### config.mk
export PLATFORM = sky130hd
export DESIGN_NAME = icu_ctrl
export DESIGN_NICKNAME = d
export VERILOG_FILES = /design/src/logic/icu_pkg.sv /design/src/logic/icu_prio_pick.sv /design/src/logic/icu_ext_sense.sv /design/src/logic/icu_ctrl.sv
export VERILOG_INCLUDE_DIRS = /design/src /design/src/logic
export SDC_FILE = /design/constraint.sdc
export NUM_CORES = 1
export LEC_CHECK = 0
export BUFFER_PORTS_ARGS = -buffer_cell sky130_fd_sc_hd__clkbuf_2
export CAP_MARGIN = 20
export CORE_MARGIN = 1.5
export CORE_UTILIZATION = 50
export DETAILED_ROUTE_END_ITERATION = 10
export HOLD_SLACK_MARGIN = 0.15
export PLACE_DENSITY = 0.76
export SLEW_MARGIN = 20
export SYNTH_ARGS = -nofsm -noshare
export SYNTH_HDL_FRONTEND = slang
export SYNTH_HIERARCHICAL = 1
export SYNTH_SLANG_ARGS = --single-unit
### constraint.sdc
create_clock -name clock -period 13.3 [get_ports clock]
set_input_delay 1.995 -clock clock [delete_from_list [all_inputs] [get_ports clock]]
set_output_delay 1.995 -clock clock [all_outputs]
set_load 0.01 [all_outputs]
### src/logic/icu_params.svh
// Purpose: register indices, field positions and reset values of the interrupt controller
// Assumes: included by the controller module and the testbench
// Notes:   byte address of a register is four times its index
`ifndef ICU_PARAMS_SVH
`define ICU_PARAMS_SVH

// ----------------------------------------
// register indices
// ----------------------------------------
`define ICU_IDX_EOSC 8'h22
`define ICU_IDX_POLL 8'h24
`define ICU_IDX_PSTAT 8'h26
`define ICU_IDX_MASK 8'h28
`define ICU_IDX_PRIMSK 8'h2A
`define ICU_IDX_INSERV 8'h2C
`define ICU_IDX_IREQ 8'h2E
`define ICU_IDX_ISTAT 8'h30
`define ICU_IDX_TCR 8'h32
`define ICU_IDX_EXT3 8'h3E

// ----------------------------------------
// fields and reset values
// ----------------------------------------
`define ICU_EOSC_NSPEC 15
`define ICU_POLL_PEND 15
`define ICU_CTL_RST 7'h0F
`define ICU_PRIMSK_RST 3'h7
`define ICU_WMASK_EXT01 7'h7F
`define ICU_WMASK_EXT23 7'h1F
`define ICU_WMASK_INTERNAL 7'h0F
`define ICU_IREQ_DMA_MASK 7'h06
`define ICU_SRC_EXT0 3
`define ICU_SRC_EXT1 4
`define ICU_SRC_EXT2 5
`define ICU_SRC_EXT3 6

`endif

### src/logic/icu_pkg.sv
// Purpose: shared types of the interrupt controller
// Assumes: nothing
// Notes:   control word layout matches the external input control word
package icu_pkg;
    localparam int ICU_NSRC = 7;

    // control word of one source
    typedef struct packed {
        logic nested_cascade_select;
        logic casc;
        logic level_trigger_select;
        logic msk;
        logic [2:0] prio;
    } icu_ctl_t;

    // vector answer towards the cpu
    typedef struct packed {
        logic valid;
        logic [7:0] vtype;
    } icu_vec_t;

    typedef enum logic [4:0] {
        ST_IDLE = 5'b00001,
        ST_INT = 5'b00010,
        ST_ACK1 = 5'b00100,
        ST_GAP = 5'b01000,
        ST_ACK2 = 5'b10000
    } icu_st_t;
endpackage

### src/logic/icu_prio_pick.sv
// Purpose: pick the valid entry with the smallest key
// Assumes: keys are unique among valid entries
// Notes:   pure combinational
`timescale 1ns/100ps
`default_nettype none
module icu_prio_pick #(
    parameter int N = 7,
    parameter int KW = 6,
    parameter int IW = 3
) (
    input wire logic [N-1:0] valid,
    input wire logic [N*KW-1:0] keys,
    output logic any,
    output logic [IW-1:0] idx
);
    logic [KW-1:0] best;

    // linear scan, smaller key wins
    always_comb begin
        best = '1;
        any = 1'b0;
        idx = '0;
        for (int i = 0; i < N; i++) begin
            if (valid[i] && (!any || keys[i*KW +: KW] < best)) begin
                any = 1'b1;
                best = keys[i*KW +: KW];
                idx = IW'(i);
            end
        end
    end
endmodule // icu_prio_pick
`default_nettype wire

### src/logic/icu_ext_sense.sv
// Purpose: edge or level sensing of one external request pin
// Assumes: pin is synchronous to clock
// Notes:   arm flag starts clear so a pin high out of reset does not fire in edge mode
`timescale 1ns/100ps
`default_nettype none
module icu_ext_sense (
    input wire logic clock,
    input wire logic rst,
    input wire logic ce,
    input wire logic pin,
    input wire logic level_mode,
    input wire logic ack,
    output logic req
);
    logic armed_q;

    always_ff @(posedge clock or posedge rst) begin
        if (rst) begin
            armed_q <= 1'b0;
        end else if (ce) begin
            if (!pin) begin
                armed_q <= 1'b1;
            end else if (ack) begin
                armed_q <= 1'b0;
            end
        end
    end

    assign req = level_mode ? pin : (pin & armed_q);

    edge_hold_a: assert property (@(posedge clock) disable iff (rst)
        (ce && !level_mode && ack && pin) ##1 (ce && pin && !level_mode) |-> !req)
        else $error("edge input fired again without going low");
    level_follow_a: assert property (@(posedge clock) disable iff (rst)
        level_mode |-> (req == pin))
        else $error("level mode request does not follow pin");
endmodule // icu_ext_sense
`default_nettype wire

### src/logic/icu_ctrl.sv
// Purpose: master mode interrupt controller with apb register access
// Assumes: all inputs synchronous to clock; cpu raises inta_req for one cycle
// Notes:   sources 0 timer, 1 dma0, 2 dma1, 3..6 external inputs 0..3
//
// The APB interface to the registers and the placing of the registers were decided locally.
`include "icu_params.svh"
`timescale 1ns/100ps
`default_nettype none
// Summary of operation
// - internal sources behave the same in every external pin mode
// - direct mode: four pins are requests, internal vectors, own in-service flag
// - a set in-service flag blocks lower priority sources
// - a set in-service flag blocks new requests from the same source
// - cascade pairs input 0 with ack pin 2, input 1 with ack pin 3
// - each pair selects cascade independently via its control word
// - nested cascade select accepts same pin while in service, still blocks lower
// - poll word bit 15 pending, bits 4..0 vector of best source
// - reading poll word sets in-service of best source
// - poll status word same content, no in-service change
// - 3-bit priority per source, lower number wins
// - equal levels resolved by fixed default order
// - nonspecific end-of-service clears best in-service flag
// - specific end-of-service clears only the named vector's flag
// - edge mode ignores high after ack until low one cycle
// - level mode requests while pin high
// - fixed vectors internally, external vectors for cascade or nested pins
// - cascaded source gets two ack cycles, vector read on second
// - level trigger select 1 level, 0 edge
// - end-of-service bit 15: 1 nonspecific, 0 specific
module icu_ctrl
    import icu_pkg::*;
#(
    parameter logic [34:0] VEC_TAB = {5'd15, 5'd14, 5'd13, 5'd12, 5'd11, 5'd10, 5'd8},
    parameter logic [20:0] TIE_RANK = {3'd6, 3'd5, 3'd4, 3'd3, 3'd2, 3'd1, 3'd0},
    parameter logic [7:0] VEC_NONE = 8'h00
) (
    input wire logic clock,
    input wire logic rst,
    input wire logic ce,
    input wire logic psel,
    input wire logic penable,
    input wire logic pwrite,
    input wire logic [11:0] paddr,
    input wire logic [31:0] pwdata,
    output logic [31:0] prdata,
    output logic pready,
    output logic pslverr,
    input wire logic [2:0] timer_irq,
    input wire logic [1:0] dma_irq,
    input wire logic external_request_0,
    input wire logic external_request_1,
    input wire logic request2_or_ack0_in,
    output logic request2_or_ack0_out,
    output logic request2_or_ack0_oe_n,
    input wire logic request3_or_ack1_in,
    output logic request3_or_ack1_out,
    output logic request3_or_ack1_oe_n,
    input wire logic [7:0] ext_vector,
    input wire logic inta_req,
    output logic int_out,
    output icu_vec_t vec_out
);
    localparam int N = ICU_NSRC;

    icu_ctl_t ctl_q [N];
    logic [2:0] primask_q;
    logic [N-1:0] in_service_flag_q;
    logic [2:0] irt_q;
    logic [1:0] dreq_q;
    icu_st_t state_q;
    logic [2:0] ack_idx_q;
    logic ack_any_q;
    logic ack_pair_q;
    logic poll_any_q;
    logic [2:0] poll_idx_q;
    logic pready_q;
    logic pslverr_q;
    logic [31:0] prdata_q;
    logic int_q;
    icu_vec_t vec_q;
    logic ack0_q, ack1_q, oe0_n_q, oe1_n_q;

    logic [N-1:0] req_v, elig_v, blk_v, set_v, clr_v;
    logic [N*6-1:0] key_v;
    logic [3:0] ext_req;
    logic [3:0] pin_v;
    logic [1:0] xmode;
    logic pend_any, isv_any;
    logic [2:0] pend_idx, isv_idx;
    logic [7:0] ridx;
    logic acc, acc_rd, acc_wr, setup, hit, ctl_sel;
    logic [2:0] ctl_src;
    logic [31:0] rd_d;
    logic ack_go, poll_go, xsrc;
    logic [2:0] irt_clr;

    // ----------------------------------------
    // apb decode
    // ----------------------------------------
    assign ridx = paddr[9:2];
    assign setup = psel && penable && !pready_q;
    assign acc = psel && penable && pready_q;
    assign acc_rd = acc && !pwrite;
    assign acc_wr = acc && pwrite;
    assign ctl_sel = (ridx >= `ICU_IDX_TCR) && (ridx <= `ICU_IDX_EXT3) && !ridx[0];
    assign ctl_src = 3'((ridx - `ICU_IDX_TCR) >> 1);

    // ----------------------------------------
    // request sources
    // ----------------------------------------
    // pin 2 and 3 become ack outputs when their pair is externally vectored
    // pair pin roles
    assign xmode[0] = ctl_q[`ICU_SRC_EXT0].casc | ctl_q[`ICU_SRC_EXT0].nested_cascade_select;
    assign xmode[1] = ctl_q[`ICU_SRC_EXT1].casc | ctl_q[`ICU_SRC_EXT1].nested_cascade_select;
    assign pin_v = {request3_or_ack1_in, request2_or_ack0_in, external_request_1, external_request_0};

    for (genvar k = 0; k < 4; k++) begin : g_ext
        icu_ext_sense u_sense (
            .clock(clock),
            .rst(rst),
            .ce(ce),
            .pin(pin_v[k]),
            .level_mode(ctl_q[`ICU_SRC_EXT0 + k].level_trigger_select),
            .ack(set_v[`ICU_SRC_EXT0 + k]),
            .req(ext_req[k])
        );
    end

    // internal sources independent of pin mode
    assign req_v = {ext_req[3] & !xmode[1], ext_req[2] & !xmode[0], ext_req[1:0], dreq_q, |irt_q};

    // tie order in key low bits
    always_comb begin
        for (int i = 0; i < N; i++) begin
            key_v[i*6 +: 6] = {ctl_q[i].prio, TIE_RANK[i*3 +: 3]};
        end
    end

    always_comb begin
        for (int i = 0; i < N; i++) begin
            blk_v[i] = in_service_flag_q[i] & !ctl_q[i].nested_cascade_select;
            for (int j = 0; j < N; j++) begin
                if (in_service_flag_q[j] && key_v[j*6 +: 6] < key_v[i*6 +: 6]) begin
                    blk_v[i] = 1'b1;
                end
            end
            elig_v[i] = req_v[i] && !ctl_q[i].msk && (ctl_q[i].prio <= primask_q) && !blk_v[i];
        end
    end

    icu_prio_pick #(.N(N), .KW(6), .IW(3)) u_pend (
        .valid(elig_v),
        .keys(key_v),
        .any(pend_any),
        .idx(pend_idx)
    );

    icu_prio_pick #(.N(N), .KW(6), .IW(3)) u_isv (
        .valid(in_service_flag_q),
        .keys(key_v),
        .any(isv_any),
        .idx(isv_idx)
    );

    // ----------------------------------------
    // grant and end-of-service
    // ----------------------------------------
    assign ack_go = (state_q == ST_IDLE) && inta_req;
    // poll read grants like an ack
    assign poll_go = acc_rd && (ridx == `ICU_IDX_POLL) && poll_any_q;
    assign xsrc = (pend_idx == 3'(`ICU_SRC_EXT0) && xmode[0]) || (pend_idx == 3'(`ICU_SRC_EXT1) && xmode[1]);
    assign irt_clr = irt_q & (~irt_q + 3'd1);

    always_comb begin
        set_v = '0;
        clr_v = '0;
        if (ack_go && pend_any) begin
            set_v[pend_idx] = 1'b1;
        end
        if (poll_go) begin
            set_v[poll_idx_q] = 1'b1;
        end
        if (acc_wr && ridx == `ICU_IDX_EOSC) begin
            if (pwdata[`ICU_EOSC_NSPEC]) begin
                if (isv_any) begin
                    clr_v[isv_idx] = 1'b1;
                end
            end else begin
                for (int i = 0; i < N; i++) begin
                    clr_v[i] = (VEC_TAB[i*5 +: 5] == pwdata[4:0]);
                end
            end
        end
    end

    // in-service flags, a set in the same cycle wins over a clear
    // one flag per source
    always_ff @(posedge clock or posedge rst) begin
        if (rst) begin
            in_service_flag_q <= '0;
        end else if (ce) begin
            if (acc_wr && ridx == `ICU_IDX_INSERV) begin
                in_service_flag_q <= pwdata[N-1:0] | set_v;
            end else begin
                in_service_flag_q <= (in_service_flag_q & ~clr_v) | set_v;
            end
        end
    end

    // internal request latches, arriving pulse beats the ack clear
    always_ff @(posedge clock or posedge rst) begin
        if (rst) begin
            irt_q <= '0;
            dreq_q <= '0;
        end else if (ce) begin
            if (acc_wr && ridx == `ICU_IDX_ISTAT) begin
                irt_q <= pwdata[2:0] | timer_irq;
            end else begin
                irt_q <= (irt_q & ~(set_v[0] ? irt_clr : 3'b000)) | timer_irq;
            end
            if (acc_wr && ridx == `ICU_IDX_IREQ) begin
                dreq_q <= pwdata[2:1] | dma_irq;
            end else begin
                dreq_q <= (dreq_q & ~set_v[2:1]) | dma_irq;
            end
        end
    end

    // control words; mask register aliases the msk bits
    always_ff @(posedge clock or posedge rst) begin
        if (rst) begin
            for (int i = 0; i < N; i++) begin
                ctl_q[i] <= icu_ctl_t'(`ICU_CTL_RST);
            end
            primask_q <= `ICU_PRIMSK_RST;
        end else if (ce && acc_wr) begin
            if (ctl_sel) begin
                if (ctl_src == 3'(`ICU_SRC_EXT0) || ctl_src == 3'(`ICU_SRC_EXT1)) begin
                    ctl_q[ctl_src] <= icu_ctl_t'(pwdata[6:0] & `ICU_WMASK_EXT01);
                end else if (ctl_src >= 3'(`ICU_SRC_EXT2)) begin
                    ctl_q[ctl_src] <= icu_ctl_t'(pwdata[6:0] & `ICU_WMASK_EXT23);
                end else begin
                    ctl_q[ctl_src] <= icu_ctl_t'(pwdata[6:0] & `ICU_WMASK_INTERNAL);
                end
            end
            if (ridx == `ICU_IDX_MASK) begin
                for (int i = 0; i < N; i++) begin
                    ctl_q[i].msk <= pwdata[i];
                end
            end
            if (ridx == `ICU_IDX_PRIMSK) begin
                primask_q <= pwdata[2:0];
            end
        end
    end

    // ----------------------------------------
    // acknowledge sequence
    // ----------------------------------------
    // external vector only for cascade or nested pins
    // two ack cycles for cascaded source
    always_ff @(posedge clock or posedge rst) begin
        if (rst) begin
            state_q <= ST_IDLE;
            ack_idx_q <= '0;
            ack_any_q <= 1'b0;
            ack_pair_q <= 1'b0;
        end else if (ce) begin
            unique case (state_q)
                ST_IDLE: begin
                    if (inta_req) begin
                        ack_idx_q <= pend_idx;
                        ack_any_q <= pend_any;
                        ack_pair_q <= (pend_idx == 3'(`ICU_SRC_EXT1));
                        state_q <= (pend_any && xsrc) ? ST_ACK1 : ST_INT;
                    end
                end
                ST_INT: state_q <= ST_IDLE;
                ST_ACK1: state_q <= ST_GAP;
                ST_GAP: state_q <= ST_ACK2;
                ST_ACK2: state_q <= ST_IDLE;
                default: state_q <= ST_IDLE;
            endcase
        end
    end

    // cpu side outputs, vector answer one cycle after the last ack cycle
    always_ff @(posedge clock or posedge rst) begin
        if (rst) begin
            vec_q <= '0;
            int_q <= 1'b0;
        end else if (ce) begin
            vec_q.valid <= (state_q == ST_INT) || (state_q == ST_ACK2);
            if (state_q == ST_ACK2) begin
                vec_q.vtype <= ext_vector;
            end else if (state_q == ST_INT) begin
                vec_q.vtype <= ack_any_q ? {3'b000, VEC_TAB[ack_idx_q*5 +: 5]} : VEC_NONE;
            end
            int_q <= pend_any && (state_q == ST_IDLE) && !inta_req;
        end
    end

    // ack pins, active low, enabled (low) whenever the pair is externally vectored
    always_ff @(posedge clock or posedge rst) begin
        if (rst) begin
            ack0_q <= 1'b1;
            ack1_q <= 1'b1;
            oe0_n_q <= 1'b1;
            oe1_n_q <= 1'b1;
        end else if (ce) begin
            ack0_q <= !(ack_go && pend_any && xsrc && pend_idx == 3'(`ICU_SRC_EXT0))
                && !(state_q == ST_GAP && !ack_pair_q);
            ack1_q <= !(ack_go && pend_any && xsrc && pend_idx == 3'(`ICU_SRC_EXT1))
                && !(state_q == ST_GAP && ack_pair_q);
            oe0_n_q <= !xmode[0];
            oe1_n_q <= !xmode[1];
        end
    end

    // ----------------------------------------
    // apb read and handshake
    // ----------------------------------------
    // poll word layout
    always_comb begin
        rd_d = '0;
        hit = 1'b1;
        if (ctl_sel) begin
            rd_d[6:0] = ctl_q[ctl_src];
        end else begin
            unique case (ridx)
                `ICU_IDX_EOSC: rd_d = '0;
                `ICU_IDX_POLL, `ICU_IDX_PSTAT: begin
                    rd_d[`ICU_POLL_PEND] = pend_any;
                    rd_d[4:0] = VEC_TAB[pend_idx*5 +: 5];
                end
                `ICU_IDX_MASK: begin
                    for (int i = 0; i < N; i++) begin
                        rd_d[i] = ctl_q[i].msk;
                    end
                end
                `ICU_IDX_PRIMSK: rd_d[2:0] = primask_q;
                `ICU_IDX_INSERV: rd_d[N-1:0] = in_service_flag_q;
                `ICU_IDX_IREQ: rd_d[N-1:0] = req_v;
                `ICU_IDX_ISTAT: rd_d[2:0] = irt_q;
                default: hit = 1'b0;
            endcase
        end
    end

    // one wait state; data and poll winner frozen together so the grant matches
    always_ff @(posedge clock or posedge rst) begin
        if (rst) begin
            pready_q <= 1'b0;
            pslverr_q <= 1'b0;
            prdata_q <= '0;
            poll_any_q <= 1'b0;
            poll_idx_q <= '0;
        end else if (ce) begin
            pready_q <= setup;
            pslverr_q <= setup && !hit;
            if (setup) begin
                prdata_q <= pwrite ? 32'h0000_0000 : rd_d;
                poll_any_q <= pend_any;
                poll_idx_q <= pend_idx;
            end
        end
    end

    assign prdata = prdata_q;
    assign pready = pready_q;
    assign pslverr = pslverr_q;
    assign int_out = int_q;
    assign vec_out = vec_q;
    assign request2_or_ack0_out = ack0_q;
    assign request3_or_ack1_out = ack1_q;
    assign request2_or_ack0_oe_n = oe0_n_q;
    assign request3_or_ack1_oe_n = oe1_n_q;

    // ----------------------------------------
    // checks
    // ----------------------------------------
    poll_grant_a: assert property (@(posedge clock) disable iff (rst)
        (ce && poll_go) |=> in_service_flag_q[$past(poll_idx_q)])
        else $error("poll read did not set in-service flag");
    pstat_keep_a: assert property (@(posedge clock) disable iff (rst)
        (ce && acc_rd && ridx == `ICU_IDX_PSTAT && !ack_go) |=> $stable(in_service_flag_q))
        else $error("poll status read changed in-service flags");
    eos_spec_a: assert property (@(posedge clock) disable iff (rst)
        (ce && acc_wr && ridx == `ICU_IDX_EOSC && !pwdata[`ICU_EOSC_NSPEC])
        |=> ((($past(in_service_flag_q) & ~in_service_flag_q) & ~$past(clr_v)) == '0))
        else $error("specific end-of-service cleared another flag");
    eos_nspec_a: assert property (@(posedge clock) disable iff (rst)
        (ce && acc_wr && ridx == `ICU_IDX_EOSC && pwdata[`ICU_EOSC_NSPEC] && isv_any && !ack_go)
        |=> !in_service_flag_q[$past(isv_idx)])
        else $error("nonspecific end-of-service missed best flag");
    two_ack_a: assert property (@(posedge clock) disable iff (rst)
        (ce && state_q == ST_ACK1) ##1 ce ##1 ce |-> state_q == ST_ACK2 ##1 vec_q.valid)
        else $error("cascade acknowledge not two cycles");
    same_src_a: assert property (@(posedge clock) disable iff (rst)
        pend_any |-> !(in_service_flag_q[pend_idx] && !ctl_q[pend_idx].nested_cascade_select))
        else $error("in-service source raised again");
    prio_mask_a: assert property (@(posedge clock) disable iff (rst)
        pend_any |-> ctl_q[pend_idx].prio <= primask_q)
        else $error("request above priority mask accepted");
    pair_dir_a: assert property (@(posedge clock) disable iff (rst)
        $past(ce) |-> (request2_or_ack0_oe_n == !$past(xmode[0])))
        else $error("ack pin 2 direction wrong");
    int_pend_a: assert property (@(posedge clock) disable iff (rst)
        int_out |-> $past(pend_any))
        else $error("interrupt raised with nothing eligible");
endmodule // icu_ctrl
`default_nettype wire

Word-level counts from Yosys, hierarchy flattened
Cells that the tools add are included.
{"block": "op_classes", "n_div": 0, "muxes": 147, "reduce_logical": 191, "shift": 2, "n_addsub": 2, "mul": 2, "n_lt_le_gt_ge": 79, "eq_ne": 29, "n_bitwise": 31}
{"op": "6-bit less-than comparator", "n": 61}
{"op": "49-bit bitwise mux", "n": 3}
{"op": "1-bit logical AND", "n": 115}
{"op": "49-bit two-way mux", "n": 2}
{"op": "1-bit two-way mux", "n": 90}
{"op": "6-bit two-way mux", "n": 12}
{"op": "7-bit two-way mux", "n": 10}
{"op": "35-bit by 7-bit indexed part select with 5-bit output, first input constant", "n": 2}
{"op": "8-bit by 6-bit equality test with 1-bit output, second input constant", "n": 8}
{"op": "46-bit two-way mux", "n": 1}
{"op": "1-bit zero test", "n": 45}
{"op": "4-bit by 5-bit equality test with 1-bit output, first input constant", "n": 7}
{"op": "32-bit two-way mux", "n": 1}
{"op": "3-bit two-way mux", "n": 9}
{"op": "7-bit binary-select mux with 3-bit select", "n": 1}
{"op": "7-bit demux with 3-bit select", "n": 1}
{"op": "3-bit <= comparator", "n": 7}
{"op": "7-bit bitwise OR", "n": 3}
{"op": "2-bit AND reduction", "n": 10}
{"op": "3-bit one-hot mux with 6 select lines", "n": 1}
{"op": "8-bit two-way mux", "n": 2}
{"op": "1-bit logical OR", "n": 15}
{"op": "5-bit one-hot mux with 3 select lines", "n": 1}
{"op": "1-bit AND", "n": 13}
{"op": "40 further kinds", "n": 63}
{"block": "word_totals", "n_memories": 0, "in_bits": 68, "ramBits": 0, "latchBits": 0, "rom_bits": 0, "reg_bits": 130, "word_cells": 542, "out_inout_bits": 48}

Longest topological paths before layout
Gate-level depths: netlist (run 1).
{"block": "logic_depth", "word_depth": 48, "ltp_mapped": 70, "ltp_nobuf": 65}

By module
Netlist (run 1), hierarchy kept.
{"mod": "icu_ctrl", "area_each_um2": 7922.6, "instances": 1, "cells_each": 883, "seq_area_each_um2": 2597.5}
{"mod": "icu_prio_pick", "area_each_um2": 1610.3, "instances": 2, "cells_each": 227, "seq_area_each_um2": 0.0}
{"mod": "icu_ext_sense", "area_each_um2": 52.6, "instances": 4, "cells_each": 7, "seq_area_each_um2": 25.0}

Worst setup path after synthesis (run 1)
OpenSTA, ideal clock, no wires.
{"block": "synth_path", "path_kind": "register to register", "start": "reg ctl_q[22] (netlist name)", "end": "reg state_q[1]", "setup_time_ns": 0.083, "slack_ns": 0.378, "stages_incl_launch_ff": 69, "n_path_buf": 5, "required_ns": 13.217, "period_less_slack_ns": 12.922, "t_arrival_ns": 12.839, "path_cell_list": "dfstp_2 > inv_1 > ha_1 > and3b_1 > o21ai_0 > a21oi_1 > a21oi_1 > and4_1 > clkbuf_1 > nor2b_1 > ha_1 > or4bb_1 > o21ai_0 > a211o_1 > and2_1 > buf_2 > nor2_1 > a21oi_1 > (+33 left out) > a221oi_1 > a21o_1 > mux2_2 > ha_1 > a21o_1 > a21o_1 > a221oi_1 > o21a_1 > nor2b_1 > a21bo_2 > a21oi_1 > inv_1 > ha_1 > nand2_1 > nor2_1 > o21ai_0 > or3b_2 > o21ai_0"}
{"block": "synth_between", "elab_chain_len": 40, "word_cells_on_any_way": 125, "cone_classes": "order compare: 20; eq/ne: 2; mux: 53; reduce/logical: 50"}
{"item": "start, declared", "line_no": "icu_ctrl.sv:65", "rtl": "icu_ctl_t ctl_q [N];"}
{"item": "start signal, assigned by index", "line_no": "icu_ctrl.sv:233", "rtl": "ctl_q[i] <= icu_ctl_t'(`ICU_CTL_RST);"}
{"item": "start signal, assigned by index", "line_no": "icu_ctrl.sv:239", "rtl": "ctl_q[ctl_src] <= icu_ctl_t'(pwdata[6:0] & `ICU_WMASK_EXT01);"}
{"item": "start signal, assigned by index", "line_no": "icu_ctrl.sv:241", "rtl": "ctl_q[ctl_src] <= icu_ctl_t'(pwdata[6:0] & `ICU_WMASK_EXT23);"}
{"item": "6-bit less-than comparator *", "line_no": "icu_ctrl.sv:143", "rtl": "if (in_service_flag_q[j] && key_v[j*6 +: 6] < key_v[i*6 +: 6]) begin"}
{"item": "1-bit logical AND *", "line_no": "icu_ctrl.sv:143"}
{"item": "1-bit two-way mux * (4 in a row)", "line_no": "icu_ctrl.sv:143"}
{"item": "1-bit zero test *", "line_no": "icu_ctrl.sv:147", "rtl": "elig_v[i] = req_v[i] && !ctl_q[i].msk && (ctl_q[i].prio <= primask_q) && !blk_v[i];"}
{"item": "1-bit logical AND *", "line_no": "icu_ctrl.sv:147"}
{"item": "net elig_v[0]", "line_no": "icu_ctrl.sv:83", "rtl": "logic [N-1:0] req_v, elig_v, blk_v, set_v, clr_v;"}
{"item": "6-bit two-way mux / 1-bit two-way mux (equally long branches)", "line_no": "icu_prio_pick.sv:24", "rtl": "if (valid[i] && (!any || keys[i*KW +: KW] < best)) begin"}
{"item": "6-bit less-than comparator / 1-bit zero test (equally long branches)", "line_no": "icu_prio_pick.sv:24"}
{"item": "(+23 left out)"}
{"item": "net pend_idx[1]", "line_no": "icu_ctrl.sv:89", "rtl": "logic [2:0] pend_idx, isv_idx;"}
{"item": "3-bit by 2-bit equality test with 1-bit output / 3-bit equality test (equally long branches)", "line_no": "icu_ctrl.sv:171", "rtl": "assign xsrc = (pend_idx == 3'(`ICU_SRC_EXT0) && xmode[0]) || (pend_idx == 3'(`ICU_SRC_EXT1) && xmode[1]);"}
{"item": "1-bit logical AND", "line_no": "icu_ctrl.sv:171"}
{"item": "1-bit logical OR *", "line_no": "icu_ctrl.sv:171"}
{"item": "1-bit logical AND *", "line_no": "icu_ctrl.sv:275", "rtl": "state_q <= (pend_any && xsrc) ? ST_ACK1 : ST_INT;"}
{"item": "3-bit two-way mux *", "line_no": "icu_ctrl.sv:275"}
{"item": "5-bit two-way mux *", "line_no": "icu_ctrl.sv:271", "rtl": "if (inta_req) begin"}
{"item": "5-bit one-hot mux with 3 select lines *", "line_no": "icu_ctrl.sv:269", "rtl": "unique case (state_q)"}
{"item": "end signal, assigned", "line_no": "icu_ctrl.sv:275"}
{"item": "end, declared", "line_no": "icu_ctrl.sv:70", "rtl": "icu_st_t state_q;"}
Mark *: on every way through the listed nets, which the timed path passes. The rest lies on a longest branch. The select of a mux whose other input is x is not followed.
A chain may end at the register's enable or synchronous reset.

Final worst setup path (run 1)
{"block": "layout_path", "start": "reg primask_q[1]", "end": "reg irt_q[0]"}
{"block": "layout_between", "elab_chain_len": 40, "word_cells_on_any_way": 78, "cone_classes": "order compare: 15; mux: 25; bitwise: 4; reduce/logical: 34"}
{"item": "start, declared", "line_no": "icu_ctrl.sv:66", "rtl": "logic [2:0] primask_q;"}
{"item": "start signal, assigned", "line_no": "icu_ctrl.sv:235", "rtl": "primask_q <= `ICU_PRIMSK_RST;"}
{"item": "start signal, assigned", "line_no": "icu_ctrl.sv:252", "rtl": "primask_q <= pwdata[2:0];"}
{"item": "3-bit <= comparator *", "line_no": "icu_ctrl.sv:147"}
{"item": "1-bit logical AND * (2 in a row)", "line_no": "icu_ctrl.sv:147"}
{"item": "net elig_v[0]", "line_no": "icu_ctrl.sv:83"}
{"item": "6-bit two-way mux / 1-bit two-way mux (equally long branches)", "line_no": "icu_prio_pick.sv:24"}
{"item": "6-bit less-than comparator / 1-bit zero test (equally long branches)", "line_no": "icu_prio_pick.sv:24"}
{"item": "1-bit logical OR", "line_no": "icu_prio_pick.sv:24"}
{"item": "1-bit logical AND", "line_no": "icu_prio_pick.sv:24"}
{"item": "6-bit two-way mux / 1-bit two-way mux (equally long branches)", "line_no": "icu_prio_pick.sv:24"}
{"item": "(+20 left out)"}
{"item": "net pend_idx[0]", "line_no": "icu_ctrl.sv:89"}
{"item": "(+4 left out)"}
{"item": "7-bit two-way mux *", "line_no": "icu_ctrl.sv:177", "rtl": "if (ack_go && pend_any) begin"}
{"item": "7-bit bitwise OR (no line)"}
{"item": "7-bit two-way mux *", "line_no": "icu_ctrl.sv:180", "rtl": "if (poll_go) begin"}
{"item": "3-bit two-way mux *", "line_no": "icu_ctrl.sv:219", "rtl": "irt_q <= (irt_q & ~(set_v[0] ? irt_clr : 3'b000)) | timer_irq;"}
{"item": "3-bit inverter *", "line_no": "icu_ctrl.sv:219"}
{"item": "3-bit AND *", "line_no": "icu_ctrl.sv:219"}
{"item": "3-bit bitwise OR *", "line_no": "icu_ctrl.sv:219"}
{"item": "3-bit two-way mux *", "line_no": "icu_ctrl.sv:216", "rtl": "if (acc_wr && ridx == `ICU_IDX_ISTAT) begin"}
{"item": "end signal, assigned", "line_no": "icu_ctrl.sv:217", "rtl": "irt_q <= pwdata[2:0] | timer_irq;"}
{"item": "end signal, assigned", "line_no": "icu_ctrl.sv:219"}
{"item": "end, declared", "line_no": "icu_ctrl.sv:68", "rtl": "logic [2:0] irt_q;"}
Mark *: on every way through the listed nets, which the timed path passes. The rest lies on a longest branch.

==> reports/results.tsv, run 1 <==
stage	metric	value	unit
floorplanning	die width	153.7	um
sta	final cycle utilization of the critical path	95.90	%
drt	vias per inst	6.113	
synth	top-count cell post-synth	o21ai_0	
grt	met3 GRT Util	4.481	%
sta	relative slew slack	35.95	%
pwr	Net Sw Power	702.4	uW
worst_setup_path	Buffers & Inverters on Critical Path	9	
finish	Finished Layout Cells	1819	
drt	Vias	11120	
grt	routing usage on met1	37.52	%
worst_setup_path	WS Path Type	reg2reg	
finish	Ant. Diodes	0	
sta	Min Clock Period, post-route	12750	ps
synth	fraction of registers with async set/reset	100.0	%
floorplanning	Initial Utilization	51.55	%
worst_setup_path	Top cell by count, worst path	ha_1	
synth	Synth Warn #	6	
sta	Worst-Margin Slew	960.7	ps
run_status	status	finished, final reports clean	
pwr	Net Sw Frac	43.88	%
synth	synth cell count leaders	o21ai_0, ha_1, inv_1	
grt	first-pass GRT wire length	53.66	mm
finish	Post-Route Utilization	58.23	%
clock_tree	CTS tree	yes	
finish	Fillers	1957	
sta	Hold Slack	483.1	ps
placed_design	DP HPWL	25.11	mm
drt	Routed WL	33.69	mm
pwr	Reg power frac	24.4	%
floorplanning	row cnt	54	
synth	Unique masters post-synth	98	
clock_tree	H-tree depth	3	
sta	Setup TNS	0	ps
clock_tree	CTS Hold Bufs	0	
synth	Yosys top cell area share	15.43	%
drt	WL/cell	18.52	um
clock_tree	Root Buffer	clkbuf_16	
grt	routing usage on met2	45.49	%
worst_setup_path	CP max stage cell	or4b_2	
flow_run	Max-Cap Viols	0	
sta	Clock Skew	15.28	ps
worst_setup_path	crit path capture type	register	
grt	GRT Util Overall	28.43	%
drt	post-route ant nets	0	
grt	largest net degree at the start of global routing	55	
pwr	LEAKAGE	0.005900	uW
sta	max-slew violations	0	
finish	final non-filler cell area	0.01282	mm^2
grt	antenna violations before repair	0	
grt	Overflow after GRT	0	
sta	Setup Viol. Count Final	0	
sta	FMAX	78.40	MHz
clock_tree	clk slew on worst S/H paths	80	ps
grt	vias in the first global route	10330	
synth	cell taking the most area after synthesis	dfrtp_1	
pwr	maximum VDD drop	0.07574	mV
clock_tree	deepest clock path buffer count	2	
synth	Main synth FF type	dfrtp_1	
worst_setup_path	max incr delay on CP	600	ps
synth	post-synthesis sequential area ratio	23.76	%
finish	area grow syn2layout	12.96	%
drt	DR iter-0 viols	841	
placed_design	GP Congestion	0.9256	
floorplanning	core box area	0.02203	mm^2
synth	Synth Cell Area	0.01135	mm^2
placed_design	Post-DP Area	0.01234	mm^2
clock_tree	clock sinks	106	
synth	number of synthesized flops with an enable pin	0	
clock_tree	Worst-Skew Late Latency	370	ps
floorplanning	die height	153.7	um
worst_setup_path	critical path's top delay family	compound AO/OA/AOI/OAI gates	
finish	fraction of layout cells with a size suffix above 1	18.06	%
worst_setup_path	Max Fanout on Critical Path	12	
pwr	clock network fraction of design power	17.8	%
placed_design	# placed instances	1794	
floorplanning	die area	0.02362	mm^2
hold_path	Hold WC Path Type	reg2reg	
synth	Area contributors post-synth	dfrtp_1, ha_1, dfstp_2	
worst_setup_path	Worst setup SP type	register	
pwr	internal power	898.4	uW
pwr	combinational power share	57.8	%
grt	GR peak layer	met2	
floorplanning	# IOs	116	
synth	Mapped Cells	1365	
drt	# DRC	0	
synth	Yosys reg bits	106	
sta	Fin. Hold Viols	0	
worst_setup_path	WP data required	13560	ps
clock_tree	CTS Buf Count	9	
synth	Synth Area per Inst	8.318	um^2
worst_setup_path	worst path arrival time	13010	ps
placed_design	I/O Buffers	63	
finish	fin nets	1720	
pwr	pwr/cell area	124.8	mW/mm^2
drt	First-pass DRT Iterations	5	
==> cell usage in the layout, fill, tap and decap left out, types with 11 or more instances in the layout <==
cell	netlist	layout
dfstp_2	36	35
a21o_1	14	14
nand4_1	22	22
dfrtp_1	70	70
clkbuf_2	0	63
nor3_1	32	31
a31oi_1	18	17
and3_1	17	17
buf_4	25	47
o21ai_0	124	119
nor2b_1	30	28
and3b_1	17	17
a22o_1	11	11
mux2i_1	30	29
nand2b_1	25	25
o21a_1	16	16
nor2_1	76	75
ha_1	118	118
a21oi_1	73	72
mux2_2	41	41
nor3b_1	17	17
a211oi_1	21	21
nand3_1	40	40
nand2_1	106	106
inv_1	108	107
conb_1	2	128
==> logic make-up (layout without fill, tap and decap cells) <==
family                   count (synthesis)  in the layout  share of synthesized area [%]
buffers and inverters                  189            237                          7.571
AO/OA/AOI/OAI                          406            406                          24.10
AND/OR/NAND/NOR                        456            456                          22.39
XOR/XNOR                                 6              6                         0.6944
adder cells (fa/ha/maj)                120            120                          13.18
flip-flops                             106            106                          23.76
other                                    2            128                        0.06615
multiplexers                            80             80                          8.232
==> cell type report <==
cell class,instances,area [um^2],share of cell area [%]
inverter,109,411.6,3.210
tap,280,350.3,2.732
timing repair buffer,112,693.2,5.405
clock buffer,9,225.2,1.756
multi-input combinational,1196,8357,65.16
clock inverter,7,86.33,0.6732
sequential,106,2701,21.06
==> per-layer routing <==
metal	wire, um	part of all wire [%]
met1	14190	42
met2	15220	45
met3	2751	8.2
met4	1531	4.5
met5	0	0
==> worst register-to-register path, delay by kind of cell (launching register included) <==
kind	cells	cell delay, ps
adder cells (fa/ha/maj)	7	1640
multiplexers	4	1070
buffers and inverters	9	1180
AND/OR/NAND/NOR	11	2280
flip-flops	1	540
AO/OA/AOI/OAI	30	5920
==> power by group through the flow <==
stage                     sequential [uW]  combinational, uW  clock [uW]
final                                 391                925         286
after global routing                  394               1020         297
after CTS                             389                889         287
after detailed placement              394                882           0
after global placement                393                859           0
after floorplan                       392                670           0
==> what timing repair did <==
| item | CTS | global route |
|---|---|---|
| hold endpoints to repair | 0 | 0 |
| setup buffers | 0 | 9 |
| gates resized for setup | 0 | 23 |
| setup endpoints to repair | 0 | 25 |
==> state kept, by name, indices dropped and copies added, names as in the netlist, 2 cells and up <==
register / flops
ctl_q: 49
state_q: 5
prdata: 8
vec_out: 9
irt_q: 3
in_service_flag_q: 7
poll_idx_q: 3
ack_idx_q: 3
g_ext.u_sense/armed_q: 4
primask_q: 3
dreq_q: 2
==> stage by stage <==
stage / power, uW / setup WS (ps)
final: 1601 / 545.3
after global routing: 1710 / -59.68
after CTS: 1565 / 94.79
after detailed placement: 1276 / 105.6
after global placement: 1252 / 368.6
after floorplan: 1062 / 378.1
==> worst paths after layout <==
path,from,to,slack (ps),cells past startpoint
max reg2reg,primask_q[1]$_DFFE_PP1P_,irt_q[0]$_DFFE_PP0P_,550,61
min in group asynchronous,rst,g_ext[1].u_sense/armed_q$_DFFE_PP0P_,1510,2
max in group asynchronous,rst,in_service_flag_q[2]$_DFFE_PP0P_,10430,3
min,request3_or_ack1_out$_DFFE_PP1P_,request3_or_ack1_out$_DFFE_PP1P_,480,2
max,primask_q[1]$_DFFE_PP1P_,irt_q[0]$_DFFE_PP0P_,550,61
min reg2reg,request3_or_ack1_out$_DFFE_PP1P_,request3_or_ack1_out$_DFFE_PP1P_,480,2
No activity file was read; power rests on OpenSTA's default activity.
==> inputs of run 2 (changes only) <==
--- a/config.mk
+++ b/config.mk
@@ -8,11 +8,11 @@
 export LEC_CHECK = 0
 export BUFFER_PORTS_ARGS = -buffer_cell sky130_fd_sc_hd__clkbuf_2
 export CAP_MARGIN = 20
-export CORE_MARGIN = 1.5
+export CORE_MARGIN = 10
 export CORE_UTILIZATION = 50
 export DETAILED_ROUTE_END_ITERATION = 10
 export HOLD_SLACK_MARGIN = 0.15
-export PLACE_DENSITY = 0.76
+export PLACE_DENSITY = 0.72
 export SLEW_MARGIN = 20
 export SYNTH_ARGS = -nofsm -noshare
 export SYNTH_HDL_FRONTEND = slang
==> reports/results.tsv, run 2 (synthesis gave the netlist of run 1 again) <==
stage	metric	value	unit	change
grt	largest net degree at the start of global routing	77		+40%
finish	fin nets	1719		-0.058%
grt	GRT Util Overall	22.92	%	-5.5 points
sta	Fin. Hold Viols	0		unchanged
worst_setup_path	CP max stage cell	dfstp_2		
sta	FMAX	78.57	MHz	+0.21%
finish	Fillers	2118		+8.2%
worst_setup_path	Max Fanout on Critical Path	12		unchanged
grt	vias in the first global route	10390		+0.57%
drt	DR iter-0 viols	953		+13%
grt	antenna violations before repair	1		+1
sta	Worst-Margin Slew	1072	ps	+111.8 ps
drt	post-route ant nets	0		unchanged
flow_run	Max-Cap Viols	0		unchanged
sta	final cycle utilization of the critical path	95.70	%	-0.20 points
grt	Overflow after GRT	0		unchanged
placed_design	DP HPWL	25.79	mm	+2.7%
worst_setup_path	WP data required	13560	ps	about the same
floorplanning	die width	170.7	um	+11%
worst_setup_path	crit path capture type	register		
worst_setup_path	max incr delay on CP	730	ps	+130 ps
finish	area grow syn2layout	12.95	%	about the same
clock_tree	CTS tree	yes		
finish	fraction of layout cells with a size suffix above 1	18.21	%	+0.14 points
sta	max-slew violations	0		unchanged
placed_design	Post-DP Area	0.01235	mm^2	about the same
finish	Finished Layout Cells	1824		+0.27%
drt	Vias	10910		-1.9%
clock_tree	Root Buffer	clkbuf_16		
drt	# DRC	0		unchanged
finish	commonest cells after routing, fill and taps aside	conb_1, ha_1, o21ai_0		
worst_setup_path	WS Path Type	reg2reg		
clock_tree	clock sinks	106		unchanged
floorplanning	die height	170.7	um	+11%
placed_design	I/O Buffers	63		unchanged
finish	most flop-heavy register	ctl_q		
clock_tree	deepest clock path buffer count	2		unchanged
run_status	status	finished, final reports clean		
worst_setup_path	R2R Setup Slk	570	ps	+30 ps
finish	max reg flops	49		unchanged
clock_tree	Worst-Skew Late Latency	360	ps	about the same
finish	final non-filler cell area	0.01282	mm^2	about the same
placed_design	GP Congestion	0.9408		+1.6%
pwr	pwr/cell area	126.0	mW/mm^2	+0.94%
worst_setup_path	Worst setup SP type	register		
worst_setup_path	Top cell by count, worst path	ha_1		
clock_tree	H-tree depth	3		unchanged
floorplanning	row cnt	55		+1.9%
floorplanning	die area	0.02913	mm^2	+23%
hold_path	Hold WC Path Type	reg2reg		
worst_setup_path	worst path arrival time	12990	ps	-20 ps
pwr	LEAKAGE	0.005875	uW	-0.42%
sta	relative slew slack	27.84	%	-8.1 points
drt	Routed WL	34.35	mm	+1.9%
drt	vias per inst	5.983		-2.1%
clock_tree	CTS Buf Count	9		unchanged
worst_setup_path	Buffers & Inverters on Critical Path	8		-1
clock_tree	clk slew on worst S/H paths	70	ps	about the same
floorplanning	Initial Utilization	50.45	%	-1.1 points
clock_tree	CTS Hold Bufs	0		unchanged
drt	WL/cell	18.83	um	+1.7%
sta	Clock Skew	9.743	ps	-5.536 ps
drt	First-pass DRT Iterations	8		+3
finish	commonest non-fill, non-tap cell in the layout	conb_1		
grt	first-pass GRT wire length	54.01	mm	+0.64%
pwr	maximum VDD drop	0.1077	mV	+42%
placed_design	# placed instances	1799		+0.28%
worst_setup_path	critical path's top delay family	compound AO/OA/AOI/OAI gates		
floorplanning	core box area	0.02250	mm^2	+2.2%
sta	Min Clock Period, post-route	12730	ps	-26.70 ps
sta	Setup Viol. Count Final	0		unchanged
floorplanning	# IOs	116		unchanged
==> run 2: worst min-delay path: cells and delay by family (launching register included) <==
kind            cells  cell delay (ps)
simple gates        1               50
compound gates      1               60
flops               1              340
==> run 2: worst paths after layout <==
check | start | to | cells past startpoint
min in group asynchronous | rst | g_ext[1].u_sense/armed_q$_DFFE_PP0P_ | 2
max | ctl_q[37]$_DFFE_PP1P_ | prdata[3]$_DFFE_PP0P_ | 58
min | vec_out[2]$_DFFE_PP0P_ | vec_out[2]$_DFFE_PP0P_ | 2
max reg2reg | ctl_q[37]$_DFFE_PP1P_ | prdata[3]$_DFFE_PP0P_ | 58
min reg2reg | vec_out[2]$_DFFE_PP0P_ | vec_out[2]$_DFFE_PP0P_ | 2
max in group asynchronous | rst | prdata[2]$_DFFE_PP0P_ | 3
==> run 2: final cells by class <==
| type | instances | area (um^2) | share of cell area (%) |
|---|---|---|---|
| Multi-Input combinational cell | 1197 | 8399 | 65.50 |
| Sequential cell | 106 | 2698 | 21.04 |
| Timing Repair Buffer | 110 | 668.1 | 5.210 |
| Inverter | 109 | 411.6 | 3.210 |
| Tap cell | 285 | 356.6 | 2.781 |
| Clock buffer | 11 | 232.7 | 1.815 |
| Clock inverter | 5 | 55.05 | 0.4293 |
| Antenna cell | 1 | 2.502 | 0.01951 |
==> run 2: stage by stage <==
stage / worst slack (ps) / utilization, % / power, uW / hold slack [ps] / TNS, ps
global placement: 472.4 / 54.88 / 1259 / 461.4 / 0
global route: -47.38 / 56.99 / 1736 / 511.7 / -76.71
detailed placement: 147.6 / 54.88 / 1286 / 469.5 / 0
CTS: 96.66 / 56.16 / 1558 / 485.5 / 0
floorplan: 378.1 / - / 1062 / 444.6 / 0
finish: 572.0 / 56.99 / 1616 / 479.5 / 0
==> run 2: what timing repair did <==
action,CTS,global route
endpoints found under the setup margin,0,29
resized for setup,0,39
hold endpoints to repair,0,0
buffers inserted,0,7
==> run 2: power by group <==
group / total, uW / switching (uW) / internal, uW / leakage, uW
Sequential: 384 / 30.9 / 354 / 0.00128
Combinational: 963 / 549 / 414 / 0.00445
Clock: 268 / 122 / 146 / 0.000144
==> run 2: metal layers <==
metal | track usage (%) | part of all wire, % | vias up
li1 | - | - | 5252
met1 | 29.75 | 42 | 5108
met2 | 37.14 | 46 | 455
met3 | 3.180 | 7.7 | 98
met4 | 10.18 | 4.1 | 0
met5 | 0 | 0 | -
==> inputs of run 3 (changes only) <==
==> constraint.sdc (replaced) <==
create_clock -name clock -period 13.3 [get_ports clock]
set_input_delay 0.665 -clock clock [delete_from_list [all_inputs] [get_ports clock]]
set_output_delay 0.665 -clock clock [all_outputs]
set_load 0.01 [all_outputs]
==> reports/results.tsv, run 3 (synthesis gave the netlist of run 1 again) <==
stage	metric	value	unit	change
finish	area grow syn2layout	12.94	%	about the same
worst_setup_path	Top cell by count, worst path	ha_1		
floorplanning	die area	0.02913	mm^2	unchanged
worst_setup_path	crit path capture type	register		
worst_setup_path	worst path arrival time	13010	ps	+20 ps
worst_setup_path	Buffers & Inverters on Critical Path	7		-1
drt	# DRC	0		unchanged
sta	FMAX	78.47	MHz	-0.13%
finish	Post-Route Utilization	56.98	%	about the same
floorplanning	die height	170.7	um	unchanged
pwr	internal power	909.4	uW	-0.44%
finish	fin nets	1719		unchanged
clock_tree	H-tree depth	3		unchanged
drt	Routed WL	34.52	mm	+0.49%
drt	vias per inst	6.029		+0.77%
placed_design	worst slack at placement	153.4	ps	+5.805 ps
pwr	maximum VDD drop	0.09451	mV	-12%
sta	max-slew violations	0		unchanged
floorplanning	core box area	0.02250	mm^2	unchanged
grt	Overflow after GRT	0		unchanged
placed_design	DP HPWL	25.80	mm	about the same
worst_setup_path	CP max stage cell	dfstp_2		
finish	max reg flops	49		unchanged
worst_setup_path	Max Fanout on Critical Path	12		unchanged
grt	first-pass GRT wire length	54.51	mm	+0.93%
pwr	combinational power share	59.1	%	-0.5 points
sta	Clock Skew	8.572	ps	-1.171 ps
clock_tree	CTS Buf Count	9		unchanged
worst_setup_path	critical path's top delay family	compound AO/OA/AOI/OAI gates		
worst_setup_path	WS Path Type	reg2reg		
worst_setup_path	Worst setup SP type	register		
sta	Min Clock Period, post-route	12740	ps	+16.48 ps
clock_tree	CTS tree	yes		
sta	final worst setup slack	555.5	ps	-16.48 ps
pwr	clock network fraction of design power	17.0	%	+0.4 points
clock_tree	Worst-Skew Late Latency	360	ps	about the same
pwr	overall power	1613	uW	-0.18%
finish	Ant. Diodes	0		-1
worst_setup_path	WP data required	13570	ps	about the same
clock_tree	clk slew on worst S/H paths	80	ps	about the same
finish	commonest cells after routing, fill and taps aside	conb_1, ha_1, o21ai_0		
floorplanning	Initial Utilization	50.45	%	unchanged
finish	Fillers	2059		-2.8%
floorplanning	row cnt	55		unchanged
pwr	Net Sw Power	703.4	uW	+0.16%
worst_setup_path	max incr delay on CP	570	ps	-160 ps
clock_tree	deepest clock path buffer count	2		unchanged
drt	WL/cell	18.93	um	+0.55%
grt	GR peak layer	met2		
placed_design	Post-DP Area	0.01234	mm^2	about the same
grt	largest net degree at the start of global routing	66		-14%
pwr	Reg power frac	23.9	%	about the same
pwr	Net Sw Frac	43.61	%	+0.15 points
hold_path	Hold WC Path Type	in2async		
finish	final non-filler cell area	0.01282	mm^2	about the same
grt	vias in the first global route	10410		+0.22%
placed_design	I/O Buffers	63		unchanged
pwr	pwr/cell area	125.8	mW/mm^2	-0.17%
clock_tree	CTS Hold Bufs	0		unchanged
grt	routing usage on met1	30.07	%	+0.33 points
sta	Worst-Margin Slew	1126	ps	+53.43 ps
sta	final cycle utilization of the critical path	95.82	%	+0.12 points
grt	GRT Util Overall	22.99	%	+0.063 points
clock_tree	Root Buffer	clkbuf_16		
clock_tree	clock sinks	106		unchanged
finish	commonest non-fill, non-tap cell in the layout	conb_1		
flow_run	Max-Cap Viols	0		unchanged
run_status	status	finished, final reports clean		
drt	post-route ant nets	0		unchanged
sta	relative slew slack	24.25	%	-3.6 points
sta	Fin. Hold Viols	0		unchanged
drt	First-pass DRT Iterations	6		-2
grt	met3 GRT Util	2.857	%	-0.32 points
floorplanning	die width	170.7	um	unchanged
pwr	LEAKAGE	0.005882	uW	+0.11%
grt	antenna violations before repair	0		-1
finish	fraction of layout cells with a size suffix above 1	18.34	%	+0.13 points
placed_design	GP Congestion	0.9329		-0.84%
floorplanning	# IOs	116		unchanged
finish	most flop-heavy register	ctl_q		
sta	RSZ-0062 raised after global routing	yes		
drt	DR iter-0 viols	1036		+8.7%
drt	Vias	10990		+0.71%
sta	Setup Viol. Count Final	0		unchanged
grt	routing usage on met2	38.51	%	+1.4 points
run 3: area by class of cell:
type	count	area (um^2)	share of cell area [%]
Clock buffer	11	264.0	2.059
Clock inverter	5	40.04	0.3123
Inverter	109	411.6	3.210
Multi-Input combinational cell	1197	8384	65.39
Sequential cell	106	2698	21.04
Tap cell	285	356.6	2.781
Timing Repair Buffer	110	668.1	5.211
run 3: stage by stage:
stage,instances,setup TNS (ps),hold WS [ps]
6_report,1823,0,191.8
4_1_cts,1814,0,187.3
3_5_place_dp,1798,0,469.6
2_1_floorplan,1491,0,393.7
3_3_place_gp,1798,0,461.0
5_1_grt,1823,-189.8,209.1
run 3: what timing repair did:
item,CTS,global route
hold endpoints to repair,0,0
buffers inserted,0,8
endpoints found under the setup margin,0,25
resized for setup,0,33
run 3: power by group through the flow:
| stage | Combinational (uW) | Clock [uW] | Sequential (uW) |
|---|---|---|---|
| final | 953 | 274 | 385 |
| after global placement | 866 | 0 | 388 |
| after detailed placement | 887 | 0 | 390 |
| after floorplan | 670 | 0 | 392 |
| after global routing | 1050 | 290 | 388 |
| after CTS | 895 | 278 | 384 |
run 3: metal layers:
| metal | vias up | share of wire, % |
|---|---|---|
| li1 | 5256 | - |
| met1 | 5197 | 43 |
| met2 | 440 | 46 |
| met3 | 98 | 7.1 |
| met4 | 0 | 3.5 |
| met5 | - | 0 |
run 3: worst paths after layout:
kind	endpoint	from	cells after the start	slack [ps]
worst max register to register	prdata[3]$_DFFE_PP0P_	primask_q[1]$_DFFE_PP1P_	61	560
worst min register to register	request3_or_ack1_out$_DFFE_PP1P_	request3_or_ack1_out$_DFFE_PP1P_	2	480
max in group asynchronous	prdata[6]$_DFFE_PP0P_	rst	3	11660
min in group clock	request3_or_ack1_out$_DFFE_PP1P_	request3_or_ack1_out$_DFFE_PP1P_	2	480
worst min-delay path	g_ext[0].u_sense/armed_q$_DFFE_PP0P_	rst	2	190
worst max-delay path	prdata[3]$_DFFE_PP0P_	primask_q[1]$_DFFE_PP1P_	61	560
